**src/rtl/fpkl_map.svh**
```systemverilog
// Purpose: Constants for the front panel key and LED controller
// Assumes: 200 MHz sys_clk, Wishbone register offsets are byte addresses
// Notes:   Included by the top module, the operator model and the bench
`ifndef FPKL_MAP_SVH
`define FPKL_MAP_SVH

// ------------------------------------------------------------
// Register offsets
// ------------------------------------------------------------
`define FPKL_REG_CTRL    4'h0
`define FPKL_REG_STATUS  4'h4
`define FPKL_REG_KEYS    4'h8
`define FPKL_REG_CHAN    4'hC

// ------------------------------------------------------------
// Control register fields
// ------------------------------------------------------------
`define FPKL_CTRL_REC_EN   0
`define FPKL_CTRL_CLR_ALM  1

// ------------------------------------------------------------
// Key indices
// ------------------------------------------------------------
`define FPKL_KEY_NORMAL    0
`define FPKL_KEY_DIAL      1
`define FPKL_KEY_ARM       2
`define FPKL_KEY_POWER     3
`define FPKL_KEY_PROGRAM   4
`define FPKL_KEY_ENTER     5
`define FPKL_KEY_CANCEL    6
`define FPKL_KEY_RECORD    7
`define FPKL_NKEYS         8

// ------------------------------------------------------------
// Blink timebase bits (200 MHz: bit 26 ~1.5 Hz, 25 ~3 Hz, 24 ~6 Hz)
// ------------------------------------------------------------
`define FPKL_TB_W          27
`define FPKL_TB_SLOW       26
`define FPKL_TB_NORMAL_MODE_INDICATOR       25
`define FPKL_TB_FAST       24

`endif

```
**src/rtl/fpkl_pkg.sv**
```systemverilog
// Purpose: Types for the front panel key and LED controller
// Assumes: Constants come from fpkl_map.svh
// Notes:   Nothing here is imported; use fpkl_pkg::name
package fpkl_pkg;

  // Unit operating mode, Gray coded along normal-check-program
  typedef enum logic [1:0] {
    FPKL_NORMAL = 2'b00,
    FPKL_CHECK  = 2'b01,
    FPKL_PROG   = 2'b11,
    FPKL_DIAL   = 2'b10
  } fpkl_mode_t;

  // Status from the rest of the unit
  typedef struct packed {
    logic battery_below_threshold;
    logic primary_power_fail;
    logic telephone_failure_indicator_unacked;
    logic scan_on;
    logic net_comm_alarm;
    logic printer_enabled;
    logic printer_flow_ctl;
    logic aware_session;
    logic log_enabled;
    logic log_losing;
    logic prog_remote;
    logic off_hook;
    logic intersession_delay;
    logic call_connected;
    logic report_done;
  } fpkl_status_t;

  // Panel LEDs
  typedef struct packed {
    logic normal_mode_indicator;
    logic check_indicator;
    logic low_battery_indicator;
    logic power_fail_indicator;
    logic telephone_failure_indicator;
    logic net_plc_indicator;
    logic net_printer_indicator;
    logic net_aware_indicator;
    logic net_log_indicator;
    logic program_indicator;
    logic recording_indicator;
    logic disarmed_indicator;
    logic line_activity_indicator;
  } fpkl_leds_t;

  // Commands issued to the rest of the unit
  typedef struct packed {
    logic end_calls;
    logic start_check_report;
    logic seize_line;
    logic dial_digit;
    logic talk;
    logic suspend_report;
    logic execute_code;
    logic cancel_code;
    logic ack_alarms;
    logic clear_old_alarms;
  } fpkl_cmd_t;

endpackage

```
**src/rtl/fpkl_top.sv**
```systemverilog
// Purpose: Front panel key decoding and LED drive
// Assumes: Keys are debounced levels from pins; status from sys_clk logic
// Notes:   Wishbone classic slave, ack one cycle after request is seen
//
// How it works
// - Normal key: normal mode, else check report
// - Dial key seizes line; hold talks
// - Arm key toggles arm_toggle_key clears alarms
// - Power key toggles unit on and off
// - Program enters mode; enter executes; cancel discards
// - Record only while held and enabled
// - Any key acknowledges all pending alarms
// - Normal and check LEDs follow mode
// - Low battery LED follows threshold input
// - Power fail lit; lit LEDs blink fast
// - Telephone failure LED fast blinks unacked
// - PLC net LED scan and comm alarm
// - Printer LED enable and flow control
// - Log LED enable and data loss
// - Program LED for any program source
// - Recording LED exactly while recording
// - Disarmed LED blinks while disarmed
// - Line_activity_indicator LED steady, slow blink, off
// - Channel LEDs blink unacked alarmed, share phase
// - Dial while connected suspends report, no dial
//
// The Wishbone slave port and the register offsets are this design's own decisions.
`timescale 1ns/100ps
`include "fpkl_map.svh"

module fpkl_top #(
  parameter int NCHAN = 8
) (
  input  wire logic                 sys_clk,
  input  wire logic                 nrst,
  input  wire logic                 clk_en,
  input  wire logic [`FPKL_NKEYS-1:0] key_pins,
  input  wire logic                 digit_pin,
  input  wire fpkl_pkg::fpkl_status_t status_in,
  input  wire logic [NCHAN-1:0]     chan_alarm,
  input  wire logic [NCHAN-1:0]     chan_acked,
  input  wire logic                 alarm_unacked,
  input  wire logic                 wb_cyc_i,
  input  wire logic                 wb_stb_i,
  input  wire logic                 wb_we_i,
  input  wire logic [3:0]           wb_adr_i,
  input  wire logic [3:0]           wb_sel_i,
  input  wire logic [31:0]          wb_dat_i,
  output logic [31:0]               wb_dat_o,
  output logic                      wb_ack_o,
  output fpkl_pkg::fpkl_leds_t      leds_o,
  output logic [NCHAN-1:0]          chan_led_o,
  output fpkl_pkg::fpkl_cmd_t       cmd_o,
  output logic                      unit_on_o,
  output logic                      disarmed_o,
  output logic                      recording_o,
  output fpkl_pkg::fpkl_mode_t      mode_o
);

  // ------------------------------------------------------------
  // Pin synchronisers and edge detection
  // ------------------------------------------------------------
  logic [`FPKL_NKEYS-1:0] key_s1_ff;
  logic [`FPKL_NKEYS-1:0] key_s2_ff;
  logic [`FPKL_NKEYS-1:0] key_d_ff;
  logic [2:0]             dig_ff;

  always_ff @(posedge sys_clk or negedge nrst) begin
    if (!nrst) begin
      key_s1_ff <= '0;
      key_s2_ff <= '0;
      key_d_ff  <= '0;
      dig_ff    <= 3'h0;
    end else if (clk_en) begin
      key_s1_ff <= key_pins;
      key_s2_ff <= key_s1_ff;
      key_d_ff  <= key_s2_ff;
      dig_ff    <= {dig_ff[1:0], digit_pin};
    end
  end

  wire [`FPKL_NKEYS-1:0] key_press = key_s2_ff & ~key_d_ff;
  wire                   any_press = |key_press;
  wire                   digit_press = dig_ff[1] & ~dig_ff[2];
  wire p_normal_mode_indicator = key_press[`FPKL_KEY_NORMAL];
  wire p_dial = key_press[`FPKL_KEY_DIAL];
  wire p_arm  = key_press[`FPKL_KEY_ARM];
  wire p_pwr  = key_press[`FPKL_KEY_POWER];
  wire p_prog = key_press[`FPKL_KEY_PROGRAM];
  wire p_ent  = key_press[`FPKL_KEY_ENTER];
  wire p_can  = key_press[`FPKL_KEY_CANCEL];
  wire h_dial = key_s2_ff[`FPKL_KEY_DIAL];
  wire h_rec  = key_s2_ff[`FPKL_KEY_RECORD];

  // ------------------------------------------------------------
  // Registers and state
  // ------------------------------------------------------------
  fpkl_pkg::fpkl_mode_t mode_ff;
  fpkl_pkg::fpkl_mode_t nxt_mode;
  logic                 unit_on_ff;
  logic                 disarmed_ff;
  logic                 rec_en_ff;
  logic                 connected_dial_ff;
  logic [`FPKL_TB_W-1:0] tb_ff;

  // Mode changes; keys change the mode only while the unit is on
  always_comb begin
    nxt_mode = mode_ff;
    if (unit_on_ff) begin
      if (p_normal_mode_indicator) begin
        nxt_mode = (mode_ff == fpkl_pkg::FPKL_NORMAL) ?
                   fpkl_pkg::FPKL_CHECK : fpkl_pkg::FPKL_NORMAL;
      end else if (p_prog) begin
        nxt_mode = fpkl_pkg::FPKL_PROG;
      end else if (p_dial && mode_ff != fpkl_pkg::FPKL_DIAL) begin
        nxt_mode = fpkl_pkg::FPKL_DIAL;
      end else if (mode_ff == fpkl_pkg::FPKL_CHECK && status_in.report_done) begin
        nxt_mode = fpkl_pkg::FPKL_NORMAL;
      end
    end
  end

  always_ff @(posedge sys_clk or negedge nrst) begin
    if (!nrst) begin
      mode_ff           <= fpkl_pkg::FPKL_NORMAL;
      unit_on_ff        <= 1'b1;
      disarmed_ff       <= 1'b0;
      connected_dial_ff <= 1'b0;
      tb_ff             <= '0;
    end else if (clk_en) begin
      tb_ff   <= tb_ff + 1'b1;
      mode_ff <= nxt_mode;
      if (p_pwr) begin
        unit_on_ff <= ~unit_on_ff;
      end
      if (p_arm && unit_on_ff) begin
        disarmed_ff <= ~disarmed_ff;
      end
      if (p_dial && mode_ff != fpkl_pkg::FPKL_DIAL) begin
        connected_dial_ff <= status_in.call_connected;
      end
    end
  end

  // ------------------------------------------------------------
  // Command outputs, registered
  // ------------------------------------------------------------
  wire dialing  = mode_ff == fpkl_pkg::FPKL_DIAL;
  wire in_prog  = mode_ff == fpkl_pkg::FPKL_PROG;
  fpkl_pkg::fpkl_cmd_t nxt_cmd;

  always_comb begin
    nxt_cmd                    = '0;
    nxt_cmd.end_calls          = unit_on_ff & p_normal_mode_indicator;
    nxt_cmd.start_check_report = unit_on_ff & p_normal_mode_indicator & (mode_ff == fpkl_pkg::FPKL_NORMAL);
    nxt_cmd.seize_line         = unit_on_ff & p_dial & ~dialing
                                 & ~status_in.call_connected;
    nxt_cmd.suspend_report     = unit_on_ff & p_dial & ~dialing
                                 & status_in.call_connected;
    nxt_cmd.dial_digit         = dialing & digit_press & ~connected_dial_ff;
    nxt_cmd.talk               = dialing & h_dial & ~p_dial;
    nxt_cmd.execute_code       = in_prog & p_ent;
    nxt_cmd.cancel_code        = in_prog & p_can;
    nxt_cmd.ack_alarms         = any_press & alarm_unacked;
    nxt_cmd.clear_old_alarms   = unit_on_ff & p_arm & disarmed_ff;
  end

  // ------------------------------------------------------------
  // LED drive
  // ------------------------------------------------------------
  wire pf        = status_in.primary_power_fail;
  wire blink_n   = pf ? tb_ff[`FPKL_TB_FAST] : tb_ff[`FPKL_TB_NORMAL_MODE_INDICATOR];
  wire blink_f   = tb_ff[`FPKL_TB_FAST];
  wire blink_s   = pf ? tb_ff[`FPKL_TB_FAST] : tb_ff[`FPKL_TB_SLOW];
  // Steady LEDs flash on battery to save power
  wire steady    = pf ? tb_ff[`FPKL_TB_FAST] : 1'b1;
  wire recording = h_rec & rec_en_ff & unit_on_ff;

  fpkl_pkg::fpkl_leds_t nxt_leds;
  logic [NCHAN-1:0]     nxt_chan;

  always_comb begin
    nxt_leds = '0;
    nxt_leds.normal_mode_indicator = steady & (mode_ff == fpkl_pkg::FPKL_NORMAL);
    nxt_leds.check_indicator       = steady & (mode_ff == fpkl_pkg::FPKL_CHECK);
    nxt_leds.low_battery_indicator = steady & status_in.battery_below_threshold;
    nxt_leds.power_fail_indicator  = steady & pf;
    nxt_leds.telephone_failure_indicator = blink_f & status_in.telephone_failure_indicator_unacked;
    nxt_leds.net_plc_indicator     = status_in.scan_on &
      (status_in.net_comm_alarm ? blink_n : steady);
    nxt_leds.net_printer_indicator = status_in.printer_enabled &
      (status_in.printer_flow_ctl ? blink_n : steady);
    nxt_leds.net_aware_indicator   = steady & status_in.aware_session;
    nxt_leds.net_log_indicator     = status_in.log_enabled &
      (status_in.log_losing ? blink_n : steady);
    nxt_leds.program_indicator     = steady & (in_prog | status_in.prog_remote);
    nxt_leds.recording_indicator   = steady & recording;
    nxt_leds.disarmed_indicator    = blink_n & disarmed_ff;
    nxt_leds.line_activity_indicator = status_in.off_hook ? steady :
      (status_in.intersession_delay & blink_s);
    if (!unit_on_ff) begin
      nxt_leds = '0;
    end
  end

  // Channel LEDs share blink_n so all unacked alarms flash in step
  genvar gi;
  generate
    for (gi = 0; gi < NCHAN; gi++) begin : g_chan
      assign nxt_chan[gi] = unit_on_ff & chan_alarm[gi] &
                            (chan_acked[gi] ? steady : blink_n);
    end
  endgenerate

  // ------------------------------------------------------------
  // Wishbone slave
  // ------------------------------------------------------------
  wire wb_req   = wb_cyc_i & wb_stb_i & ~wb_ack_o;
  wire wb_wr    = wb_cyc_i & wb_stb_i & wb_ack_o & wb_we_i;
  wire sel_ctrl = wb_adr_i == `FPKL_REG_CTRL;
  logic [31:0] rd_mux;

  always_comb begin
    rd_mux = 32'h0;
    unique case (wb_adr_i)
      `FPKL_REG_CTRL:   rd_mux = {31'h0, rec_en_ff};
      `FPKL_REG_STATUS: rd_mux = {25'h0, recording, disarmed_ff, unit_on_ff,
                                  connected_dial_ff, dialing, mode_ff};
      `FPKL_REG_KEYS:   rd_mux = {24'h0, key_s2_ff};
      `FPKL_REG_CHAN:   rd_mux = 32'(chan_alarm);
      default:          rd_mux = 32'h0;
    endcase
  end

  always_ff @(posedge sys_clk or negedge nrst) begin
    if (!nrst) begin
      wb_ack_o    <= 1'b0;
      wb_dat_o    <= 32'h0;
      rec_en_ff   <= 1'b0;
      leds_o      <= '0;
      chan_led_o  <= '0;
      cmd_o       <= '0;
      unit_on_o   <= 1'b1;
      disarmed_o  <= 1'b0;
      recording_o <= 1'b0;
      mode_o      <= fpkl_pkg::FPKL_NORMAL;
    end else if (clk_en) begin
      wb_ack_o    <= wb_req;
      wb_dat_o    <= wb_req ? rd_mux : 32'h0;
      if (wb_wr && sel_ctrl && wb_sel_i[0]) begin
        rec_en_ff <= wb_dat_i[`FPKL_CTRL_REC_EN];
      end
      leds_o      <= nxt_leds;
      chan_led_o  <= nxt_chan;
      cmd_o       <= nxt_cmd;
      unit_on_o   <= unit_on_ff;
      disarmed_o  <= disarmed_ff;
      recording_o <= recording;
      mode_o      <= mode_ff;
    end
  end

  // ------------------------------------------------------------
  // Checks
  // ------------------------------------------------------------
  property p_normal_mode_indicator_key;
    @(posedge sys_clk) disable iff (!nrst)
      clk_en && unit_on_ff && p_normal_mode_indicator && mode_ff != fpkl_pkg::FPKL_NORMAL
      |=> mode_ff == fpkl_pkg::FPKL_NORMAL;
  endproperty
  a_normal_mode_indicator_key: assert property (p_normal_mode_indicator_key) else $error("normal key missed");

  property p_check;
    @(posedge sys_clk) disable iff (!nrst)
      clk_en && unit_on_ff && p_normal_mode_indicator && mode_ff == fpkl_pkg::FPKL_NORMAL
      |=> cmd_o.start_check_report && mode_ff == fpkl_pkg::FPKL_CHECK;
  endproperty
  a_check: assert property (p_check) else $error("check report missing");

  property p_power;
    @(posedge sys_clk) disable iff (!nrst)
      clk_en && p_pwr |=> unit_on_ff != $past(unit_on_ff);
  endproperty
  a_power: assert property (p_power) else $error("power toggle failed");

  property p_arm_toggle;
    @(posedge sys_clk) disable iff (!nrst)
      clk_en && unit_on_ff && p_arm && disarmed_ff
      |=> !disarmed_ff && cmd_o.clear_old_alarms;
  endproperty
  a_arm_toggle: assert property (p_arm_toggle) else $error("re-arm failed");

  property p_ack;
    @(posedge sys_clk) disable iff (!nrst)
      clk_en && any_press && alarm_unacked |=> cmd_o.ack_alarms;
  endproperty
  a_ack: assert property (p_ack) else $error("alarm not acknowledged");

  property p_rec;
    @(posedge sys_clk) disable iff (!nrst)
      clk_en && !rec_en_ff |=> !recording_o;
  endproperty
  a_rec: assert property (p_rec) else $error("recording while not enabled");

  property p_suspend;
    @(posedge sys_clk) disable iff (!nrst)
      clk_en && unit_on_ff && p_dial && !dialing && status_in.call_connected
      |=> cmd_o.suspend_report && !cmd_o.seize_line;
  endproperty
  a_suspend: assert property (p_suspend) else $error("redial on connected call");

  property p_telephone_failure_indicator;
    @(posedge sys_clk) disable iff (!nrst)
      clk_en && !status_in.telephone_failure_indicator_unacked |=> !leds_o.telephone_failure_indicator;
  endproperty
  a_telephone_failure_indicator: assert property (p_telephone_failure_indicator) else $error("telephone_failure_indicator led lit");

  property p_prog_key;
    @(posedge sys_clk) disable iff (!nrst)
      clk_en && unit_on_ff && p_prog && !p_normal_mode_indicator |=> mode_ff == fpkl_pkg::FPKL_PROG;
  endproperty
  a_prog_key: assert property (p_prog_key) else $error("program key missed");

  property p_dial_seize;
    @(posedge sys_clk) disable iff (!nrst)
      clk_en && unit_on_ff && p_dial && !p_normal_mode_indicator && !p_prog && !dialing
      && !status_in.call_connected
      |=> cmd_o.seize_line && mode_ff == fpkl_pkg::FPKL_DIAL;
  endproperty
  a_dial_seize: assert property (p_dial_seize) else $error("line not seized");

  property p_no_redial;
    @(posedge sys_clk) disable iff (!nrst)
      clk_en && connected_dial_ff |=> !cmd_o.dial_digit;
  endproperty
  a_no_redial: assert property (p_no_redial) else $error("joined call redialed");

  property p_mode_leds;
    @(posedge sys_clk) disable iff (!nrst)
      clk_en && unit_on_ff && !status_in.primary_power_fail
      |=> leds_o.normal_mode_indicator == (mode_o == fpkl_pkg::FPKL_NORMAL)
          && leds_o.check_indicator == (mode_o == fpkl_pkg::FPKL_CHECK);
  endproperty
  a_mode_leds: assert property (p_mode_leds) else $error("mode leds wrong");

  property p_low_battery_indicator;
    @(posedge sys_clk) disable iff (!nrst)
      clk_en && unit_on_ff && !status_in.primary_power_fail
      |=> leds_o.low_battery_indicator == $past(status_in.battery_below_threshold);
  endproperty
  a_low_battery_indicator: assert property (p_low_battery_indicator) else $error("low battery led wrong");

  property p_pf_dark;
    @(posedge sys_clk) disable iff (!nrst)
      clk_en && status_in.primary_power_fail && !tb_ff[`FPKL_TB_FAST]
      |=> leds_o == '0 && chan_led_o == '0;
  endproperty
  a_pf_dark: assert property (p_pf_dark) else $error("led lit in dark phase");

  property p_off_dark;
    @(posedge sys_clk) disable iff (!nrst)
      clk_en && !unit_on_ff |=> leds_o == '0 && chan_led_o == '0;
  endproperty
  a_off_dark: assert property (p_off_dark) else $error("led lit while off");

  property p_chan_ack;
    @(posedge sys_clk) disable iff (!nrst)
      clk_en && unit_on_ff && !status_in.primary_power_fail
      |=> (chan_led_o & $past(chan_acked)) == $past(chan_alarm & chan_acked);
  endproperty
  a_chan_ack: assert property (p_chan_ack) else $error("acked channel not steady");

  wire [NCHAN-1:0] chan_blinking = chan_alarm & ~chan_acked;

  property p_chan_sync;
    @(posedge sys_clk) disable iff (!nrst)
      clk_en && unit_on_ff
      |=> (chan_led_o & $past(chan_blinking)) == '0
          || (chan_led_o & $past(chan_blinking)) == $past(chan_blinking);
  endproperty
  a_chan_sync: assert property (p_chan_sync) else $error("channel blink out of step");

endmodule

```
**config.mk**
```make
export PLATFORM = sky130hd
export DESIGN_NAME = fpkl_top
export DESIGN_NICKNAME = d
export VERILOG_FILES = /design/src/rtl/fpkl_pkg.sv /design/src/rtl/fpkl_top.sv
export VERILOG_INCLUDE_DIRS = /design/src /design/src/rtl
export SDC_FILE = /design/constraint.sdc
export NUM_CORES = 1
export LEC_CHECK = 0
export BUFFER_PORTS_ARGS = -buffer_cell sky130_fd_sc_hd__buf_2
export CORE_MARGIN = 4
export CORE_UTILIZATION = 34
export DETAILED_ROUTE_END_ITERATION = 16
export GPL_ROUTABILITY_DRIVEN = 0
export GPL_TIMING_DRIVEN = 0
export PLACE_DENSITY = 0.58
export SETUP_SLACK_MARGIN = 0.3
export SYNTH_ARGS = -nofsm -noshare
export SYNTH_HDL_FRONTEND = slang
export SYNTH_SLANG_ARGS = --single-unit
export TNS_END_PERCENT = 30
```
**constraint.sdc**
```tcl
create_clock -name sys_clk -period 2.35 [get_ports sys_clk]
set_input_delay 0 -clock sys_clk [delete_from_list [all_inputs] [get_ports sys_clk]]
set_output_delay 0 -clock sys_clk [all_outputs]
set_load 0.005 [all_outputs]
```
==> results of run 1 <==
==> worst max-delay path, cell delays in order (launching register included) <==
cell       delay (ps)
dfstp_2           660
and2_1            150
buf_2             200
o21ai_1           300
buf_2             310
o2bb2ai_1         180
==> cells by family (layout without fill, tap and decap cells) <==
group | after synthesis | in the layout | share of synthesized area [%]
AOI/OAI and AO/OA | 69 | 69 | 10.31
xor gates and xnor gates | 28 | 28 | 5.196
adders and majority gates | 1 | 1 | 0.2651
buffers and inverters | 61 | 211 | 6.893
DFF | 105 | 105 | 55.73
muxes | 43 | 43 | 10.45
other | 1 | 24 | 0.07946
and+or+nand+nor | 90 | 90 | 11.08
==> power by group through the flow <==
stage	logic, mW	registers (mW)	clock network, mW
after CTS	0.962	2.35	1.50
after global routing	1.07	2.38	1.58
final	0.951	2.35	1.45
after floorplan	0.558	2.30	0
after global placement	0.918	2.34	0
after detailed placement	0.939	2.35	0
==> per-layer routing <==
metal  routed length, microns  vias up  GRT usage, %
met1                     5464     1731         20.68
met2                     5505      110         24.04
met3                      817        6         4.318
met5                        0        -             0
li1                         -     1705             -
met4                      106        0         4.606
==> Yosys cell counts, types with 2 or more instances <==
cell,number
buf_4,25
nand2_1,19
and4_1,3
nand3_1,10
o2bb2ai_1,24
o21ai_0,22
buf_2,2
nor2_1,8
mux2_2,40
a22oi_1,6
nor2b_1,7
xnor2_1,16
a22o_1,6
nor4_1,2
dfrtp_1,103
a21oi_1,6
xor2_1,12
or3_1,2
inv_1,17
nand3_2,2
and3_1,5
nor3_1,3
nor3_2,4
dfstp_2,2
o32ai_1,2
mux2i_1,2
nand2b_1,4
clkbuf_1,15
nand4_1,15
==> sequential cells by signal, indices dropped and copies added, names as in the netlist, 8 cells and up <==
signal	flops
wb_dat_o	8
chan_led_o	8
key_s1_ff	8
key_d_ff	8
key_s2_ff	8
tb_ff	27
cmd_o	10
leds_o	13
==> metrics by stage <==
| step | utilization [%] | total power [mW] |
|---|---|---|
| after CTS | 46.36 | 4.807 |
| after global placement | 41.02 | 3.256 |
| after floorplan | - | 2.857 |
| after global routing | 46.37 | 5.023 |
| after detailed placement | 41.24 | 3.290 |
| final | 46.37 | 4.748 |
==> repair_timing <==
action | in CTS | in global routing
hold endpoints to repair | 84 | 0
hold buffers | 40 | 0
resized for setup | 0 | 1
setup endpoints to repair | 14 | 1
pin swaps | 0 | 0
==> final timing paths <==
check / from / to / slack [ps] / cells after the start
worst min register to register: tb_ff[22] / tb_ff[22] / 480 / 1
worst max register to register: unit_on_ff / chan_led_o[5] / 480 / 5
min in group asynchronous: nrst / disarmed_o / 270 / 2
worst max-delay path: unit_on_ff / chan_led_o[5] / 480 / 5
max in group asynchronous: nrst / dig_ff[2] / 1390 / 3
worst min-delay path: status_in[13] / leds_o[9] / 7 / 3
==> cell type report <==
cell class | count | area [sq um]
inverters | 18 | 67.56
fillers | 1264 | 7187
multi-input cells | 255 | 1851
well taps | 176 | 220.2
clock buffers | 9 | 225.2
clock inverters | 7 | 63.81
repair buffers | 135 | 900.9
flip-flops and latches | 105 | 2630
plain buffers | 42 | 255.2
==> metrics.md, run 1 <==
| Metric | Value |
|---|---|
| Slew Limit Headroom | `47.78%` |
| Fin area | `just over 6000 sq um` |
| Skew-Pair Late Insertion Delay | `350 ps` |
| Layout cell share with drive strength beyond 1 | `33.63%` |
| CP Data Required Time | `2620 ps` |
| Hold slack | `7.324 ps` |
| Clock group share of total power | `between 30 and 40%` |
| Die footprint | `15830 sq um` |
| DIE HEIGHT | `125.8 microns` |
| Setup Buffers After CTS | `0` |
| EDFF count, synth | `0` |
| Via density | `~4.8` |
| Crit path kind | `reg2reg` |
| Dpl cell area | `5527 sq um` |
| Global-route wire length before repair | `19310 microns` |
| Synth area leader | `dfrtp_1` |
| Post-synthesis async set-or-reset flop share | `between 90% and 100%` |
| Ys flop type | `dfrtp_1` |
| Final std cells w/o fill | `747` |
| Switch share | `30.29%` |
| Peak VDD IR | `roughly 0.00044 V` |
| Status | `complete, no violations` |
| Setup TNS Final | `0 ps` |
| Post-layout min period | `1873 ps` |
| Synth Register Bits | `105` |
| Inst Count DP | `692` |
| Sequential area share after synthesis | `55.73%` |
| CTS clk-pin slew, worst paths | `approximately 70 ps` |
| Synth Warn # | `0` |
| Total track usage | `15.28%` |
| Initial Util | `35.22%` |
| Slew Viols, Final | `0` |
| Hold Crit Class | `in2reg` |
| Vias in the first global route | `around 3600` |
| Num CTS Buffers | `9` |
| Post-route clock skew | `7.057 ps` |
| CTS tree | `yes` |
| Unique masters post-synth | `43` |
| Post-DP HPWL | `~8500 microns` |
| Core ar. | `approximately 13000 sq um` |
| Per-cell routed wire length | `15.92 microns` |
| Commonest non-fill, non-tap cell in the layout | `dfrtp_1` |
| Final worst-path cycle share | `79.70%` |
| Slew at the pin closest to its max-slew limit | `783.4 ps` |
| I/O Pins | `156` |
| Final nets | `roughly 650` |
| Clock Sinks | `approximately 110` |
| Mapped cell area | `4720 sq um` |
| Worst setup margin | `477.1 ps` |
| Final setup viols | `0` |
| Logic pwr share | `20.0%` |
| Crit path launch type | `flop` |
| Remaining DRCs | `0` |
| Int Power | `3.310 mW` |
| Max-cap viol count | `0` |
| LEAKAGE | `between 2 and 3 nW` |
| RSZ-0062 raised after global routing | `false` |
| Initial antenna violation count | `0` |
| Crit. End Element | `flop` |
| # rows | `42` |
| DR iter-0 viols | `258` |
| Top cells by area, synth | `dfrtp_1, mux2_2, o2bb2ai_1, buf_4, xnor2_1` |
| Routed WL | `11890 microns` |
| Avg Inst Size Synth | `11.86 sq um` |
| Synth-to-Final Area Change | `31.65%` |
| Largest net degree at the start of global routing | `58` |
| Width of the die | `125.8 microns` |
| Critical path arrival | `roughly 2100 ps` |
| Drt pass-1 iters | `4` |
| Yosys top cell area share | `54.61%` |
| Gr ovfl total | `0` |
| Synthesized instance count | `398` |
| Sequential Power Share | `between 40% and 50%` |
| Most frequent cells in the layout | `dfrtp_1, buf_2, mux2_2, dlygate4sd3_1, buf_4` |
| Diode count | `0` |
| ANT nets after route | `0` |
| Hold Vio Cnt, Final | `0` |
| H-tree depth | `3` |
| Cell area power density | `about 760 nW/um^2` |
| Max Fclk | `533.9 MHz` |
| Worst slack at placement | `157.6 ps` |
| Clock buffer depth | `2` |
| Critical-path maximum fanout | `10` |
| IO Port Bufs | `94` |
| Net switching power | `1.438 mW` |
| Detailed-route via count | `~3600` |
| CTS root buf | `clkbuf_16` |
(Power assumes the default switching activity.)
==> run 2: changes to the inputs <==
--- a/config.mk
+++ b/config.mk
@@ -6,13 +6,14 @@
 export SDC_FILE = /design/constraint.sdc
 export NUM_CORES = 1
 export LEC_CHECK = 0
+export ABC_AREA = 1
 export BUFFER_PORTS_ARGS = -buffer_cell sky130_fd_sc_hd__buf_2
 export CORE_MARGIN = 4
 export CORE_UTILIZATION = 34
 export DETAILED_ROUTE_END_ITERATION = 16
 export GPL_ROUTABILITY_DRIVEN = 0
 export GPL_TIMING_DRIVEN = 0
-export PLACE_DENSITY = 0.58
+export PLACE_DENSITY = 0.57
 export SETUP_SLACK_MARGIN = 0.3
 export SYNTH_ARGS = -nofsm -noshare
 export SYNTH_HDL_FRONTEND = slang
==> constraint.sdc (replaced) <==
create_clock -name sys_clk -period 1.8 [get_ports sys_clk]
set_input_delay 0 -clock sys_clk [delete_from_list [all_inputs] [get_ports sys_clk]]
set_output_delay 0 -clock sys_clk [all_outputs]
set_load 0.005 [all_outputs]
==> metrics.md, run 2 <==
| Metric | Value |
|---|---|
| Width of the die | `128.7 microns (was 125.8 microns)` |
| Post-synthesis simple-gate area fraction | `25.76% (was 11.08%)` |
| LEAKAGE | `3.505 nW (was 2.963 nW)` |
| Unique masters post-synth | `33 (was 43)` |
| Slew Viols, Final | `0 (unchanged)` |
| Total track usage | `16.05% (was 15.28%)` |
| Biggest regs | `tb_ff: 27 flops, leds_o: 13 flops, cmd_o: 10 flops (unchanged)` |
| Initial antenna violation count | `0 (unchanged)` |
| Synth Register Bits | `105 (unchanged)` |
| Hold Crit Class | `in2reg (unchanged)` |
| CTS clk-pin slew, worst paths | `70 ps (about the same)` |
| DR iter-0 viols | `277 (was 258)` |
| Largest register FFs | `27 (unchanged)` |
| Avg Inst Size Synth | `8.384 sq um (was 11.86 sq um)` |
| Crit. End Element | `flop (unchanged)` |
| Worst setup margin | `373.7 ps (was 477.1 ps)` |
| Worst slack at placement | `163.7 ps (was 157.6 ps)` |
| Drt pass-1 iters | `4 (unchanged)` |
| Synth-to-Final Area Change | `33.11% (was 31.65%)` |
| CTS root buf | `clkbuf_16 (unchanged)` |
| Critical path arrival | `1660 ps (was 2140 ps)` |
| Slew at the pin closest to its max-slew limit | `681.5 ps (was 783.4 ps)` |
| Dominant cell by count in the synthesized netlist | `nand2_1 (was dfrtp_1)` |
| Final setup viols | `0 (unchanged)` |
| Diode count | `0 (unchanged)` |
| Detailed-route via count | `4387 (was 3552)` |
| Core ar. | `14100 sq um (was 13400 sq um)` |
| ANT nets after route | `0 (unchanged)` |
| Layout cell share with drive strength beyond 1 | `22.18% (was 33.63%)` |
| Routed WL | `13020 microns (was 11890 microns)` |
| Largest net degree at the start of global routing | `55 (was 58)` |
| Yosys top cell area share | `52.02% (was 54.61%)` |
| Ys flop type | `dfrtp_1 (unchanged)` |
| Synth Warn # | `0 (unchanged)` |
| Final nets | `854 (was 654)` |
| Hold_sp | `status_in[8] (was status_in[13])` |
| Reg2reg start | `tb_ff[0] (was unit_on_ff)` |
| Initial Util | `35.15% (was 35.22%)` |
| Synth Area in Compound Gates | `8.106% (was 10.31%)` |
| Synth area leader | `dfrtp_1 (unchanged)` |
| Post-Synth XOR/XNOR Area | `3.157% (was 5.196%)` |
| Largest family of logic cells by synthesized area | `simple AND/OR/NAND/NOR gates (unchanged)` |
| # rows | `43 (was 42)` |
| Worst hold stages | `3 (unchanged)` |
| Num CTS Buffers | `9 (unchanged)` |
| Post-synthesis mux area share | `0% (was 10.45%)` |
| Mapped cell area | `4955 sq um (was 4720 sq um)` |
| Hold path endpoint | `leds_o[6] (was leds_o[9])` |
| Peak VDD IR | `0.0004808 V (was 0.0004370 V)` |
| Clock buffer depth | `2 (unchanged)` |
| EDFF count, synth | `0 (unchanged)` |
| Global-route wire length before repair | `21510 microns (was 19310 microns)` |
| Max Fclk | `701.1 MHz (was 533.9 MHz)` |
| Hold Vio Cnt, Final | `0 (unchanged)` |
| Power consumption | `6.633 mW (was 4.748 mW)` |
| Final worst-path cycle share | `79.24% (was 79.70%)` |
| RSZ-0062 raised after global routing | `true (was false)` |
| CTS tree | `yes (unchanged)` |
| Post-DP HPWL | `9519 microns (was 8492 microns)` |
| Via density | `4.613 (was 4.755)` |
| Most frequent cells in the layout | `nand2_1, dfrtp_1, buf_2, inv_1, dlygate4sd3_1 (was dfrtp_1, buf_2, mux2_2, dlygate4sd3_1, buf_4)` |
| Post-synthesis async set-or-reset flop share | `100.0% (unchanged)` |
| Clock Sinks | `105 (unchanged)` |
| Adder-Cell Fraction of Synth Area | `0.2525% (was 0.2651%)` |
| I/O Pins | `156 (unchanged)` |
| GRT busiest layer | `met2 (unchanged)` |
| Skew-Pair Late Insertion Delay | `340 ps (was 350 ps)` |
| Remaining DRCs | `0 (unchanged)` |
| Synthesized instance count | `591 (was 398)` |
| End of the worst register-to-register path | `tb_ff[22] (was chan_led_o[5])` |
| Top cells by area, synth | `dfrtp_1, nand2_1, inv_1, buf_4, o21ai_0 (was dfrtp_1, mux2_2, o2bb2ai_1, buf_4, xnor2_1)` |
| Met2 usage | `29.15% (was 24.04%)` |
| Status | `complete, no violations (unchanged)` |
| H-tree depth | `3 (unchanged)` |
| Cells on worst reg2reg path | `8 (was 5)` |
| Crit path kind | `reg2reg (unchanged)` |
| Cell area power density | `1006 nW/um^2 (was 764.1 nW/um^2)` |
| IO Port Bufs | `97 (was 94)` |
| CP Data Required Time | `2030 ps (was 2620 ps)` |
| Critical-path maximum fanout | `3 (was 10)` |
| Top post-synthesis cells by count | `nand2_1, dfrtp_1, inv_1 (was dfrtp_1, mux2_2, buf_4)` |
| Met3 usage in global routing | `1.951% (was 4.318%)` |
| DIE HEIGHT | `128.7 microns (was 125.8 microns)` |
| Slew Limit Headroom | `54.57% (was 47.78%)` |
| Most flops, register | `tb_ff (unchanged)` |
| Sequential area share after synthesis | `53.08% (was 55.73%)` |
| Vias in the first global route | `4395 (was 3613)` |
| Post-layout min period | `1426 ps (was 1873 ps)` |
| Per-cell routed wire length | `13.69 microns (was 15.92 microns)` |
| Post-route clock skew | `8.693 ps (was 7.057 ps)` |
| Commonest non-fill, non-tap cell in the layout | `nand2_1 (was dfrtp_1)` |
| FF-to-FF setup slack | `370 ps (was 480 ps)` |
| Crit path launch type | `flop (unchanged)` |
| Max-cap viol count | `0 (unchanged)` |
| Met1 Resource Use GR | `20.10% (was 20.68%)` |
| Die footprint | `16570 sq um (was 15830 sq um)` |
| Gr ovfl total | `0 (unchanged)` |
[run 2: changes by cell type after synthesis, moves of 5 or more]
cell,delta
o21ai_0,+13
xnor2_1,-10
o2bb2ai_1,-24
nand3_1,+16
a22oi_1,-6
nor2_1,+21
inv_1,+41
nand2_1,+195
clkbuf_1,-9
and3_1,-5
nor2b_1,-7
o211ai_1,+8
mux2_2,-40
[run 2: metal layers]
metal	vias to the layer above	share of wire, %	wire [microns]
li1	2196	-	-
met1	2053	44	5707
met2	121	49	6404
met3	17	5.4	705
met4	0	1.5	199
met5	-	0	0
[run 2: worst max-delay path by stage]
stage               start            end  slack (ps)  depth (start not counted)
2_1_floorplan    tb_ff[0]      tb_ff[22]         480                          8
3_3_place_gp         nrst   key_s1_ff[4]        -440                          1
3_5_place_dp   unit_on_ff  chan_led_o[5]         160                          7
4_1_cts          tb_ff[0]      tb_ff[22]         280                          8
5_1_grt          tb_ff[2]       tb_ff[9]         230                          7
6_report         tb_ff[0]      tb_ff[22]         370                          8
[run 2: what timing repair did]
action                                  4_1_cts  5_1_grt
endpoints found under the hold margin        85        0
setup buffers                                 0        3
endpoints found under the setup margin       12       23
resized for setup                             3       10
hold buffers                                 40        0
pin swaps                                     0        1
[run 2: cell type report]
type	instances	area, sq um
buffer	38	249.0
clock buffer	10	239.0
clock inverter	6	105.1
fill	1372	7501
inverter	60	227.7
multi-input combinational	411	1979
sequential	105	2631
tap	180	225.2
timing repair buffer	141	938.4
[run 2: cells by family (layout without fill, tap and decap cells)]
family	Yosys count	count (layout)
AND/OR/NAND/NOR	304	304
flip-flops	105	105
buffers and inverters	98	255
AO/OA/AOI/OAI	65	65
XOR/XNOR	17	17
adder cells (fa/ha/maj)	1	1
other	1	24
[run 2: power by group]
group	internal (mW)	switching [mW]
logic	0.608	0.728
clock network	1.39	0.835
registers	2.76	0.311
total	4.76	1.87
[run 2: per-stage QoR]
step | hold WS, ps | util (%) | std cells | area (sq um) | TNS (ps)
after floorplan | -295.6 | - | 614 | 5041 | 0
after global placement | 207.1 | 40.80 | 891 | 5752 | -45070
after detailed placement | 84.39 | 41.02 | 892 | 5782 | 0
after CTS | 4.669 | 46.36 | 948 | 6535 | 0
after global routing | 26.06 | 46.79 | 951 | 6595 | 0
final | 9.305 | 46.79 | 951 | 6595 | 0
[run 2: critical path, stage by stage, from the launching register on]
cell and delay [ps]:
dfrtp_1 390, ha_2 220, nand3_2 110, nor2_2 150, nand2_1 140, nor2_4 140
nand2_1 60, nand2_1 60, nand2_1 50
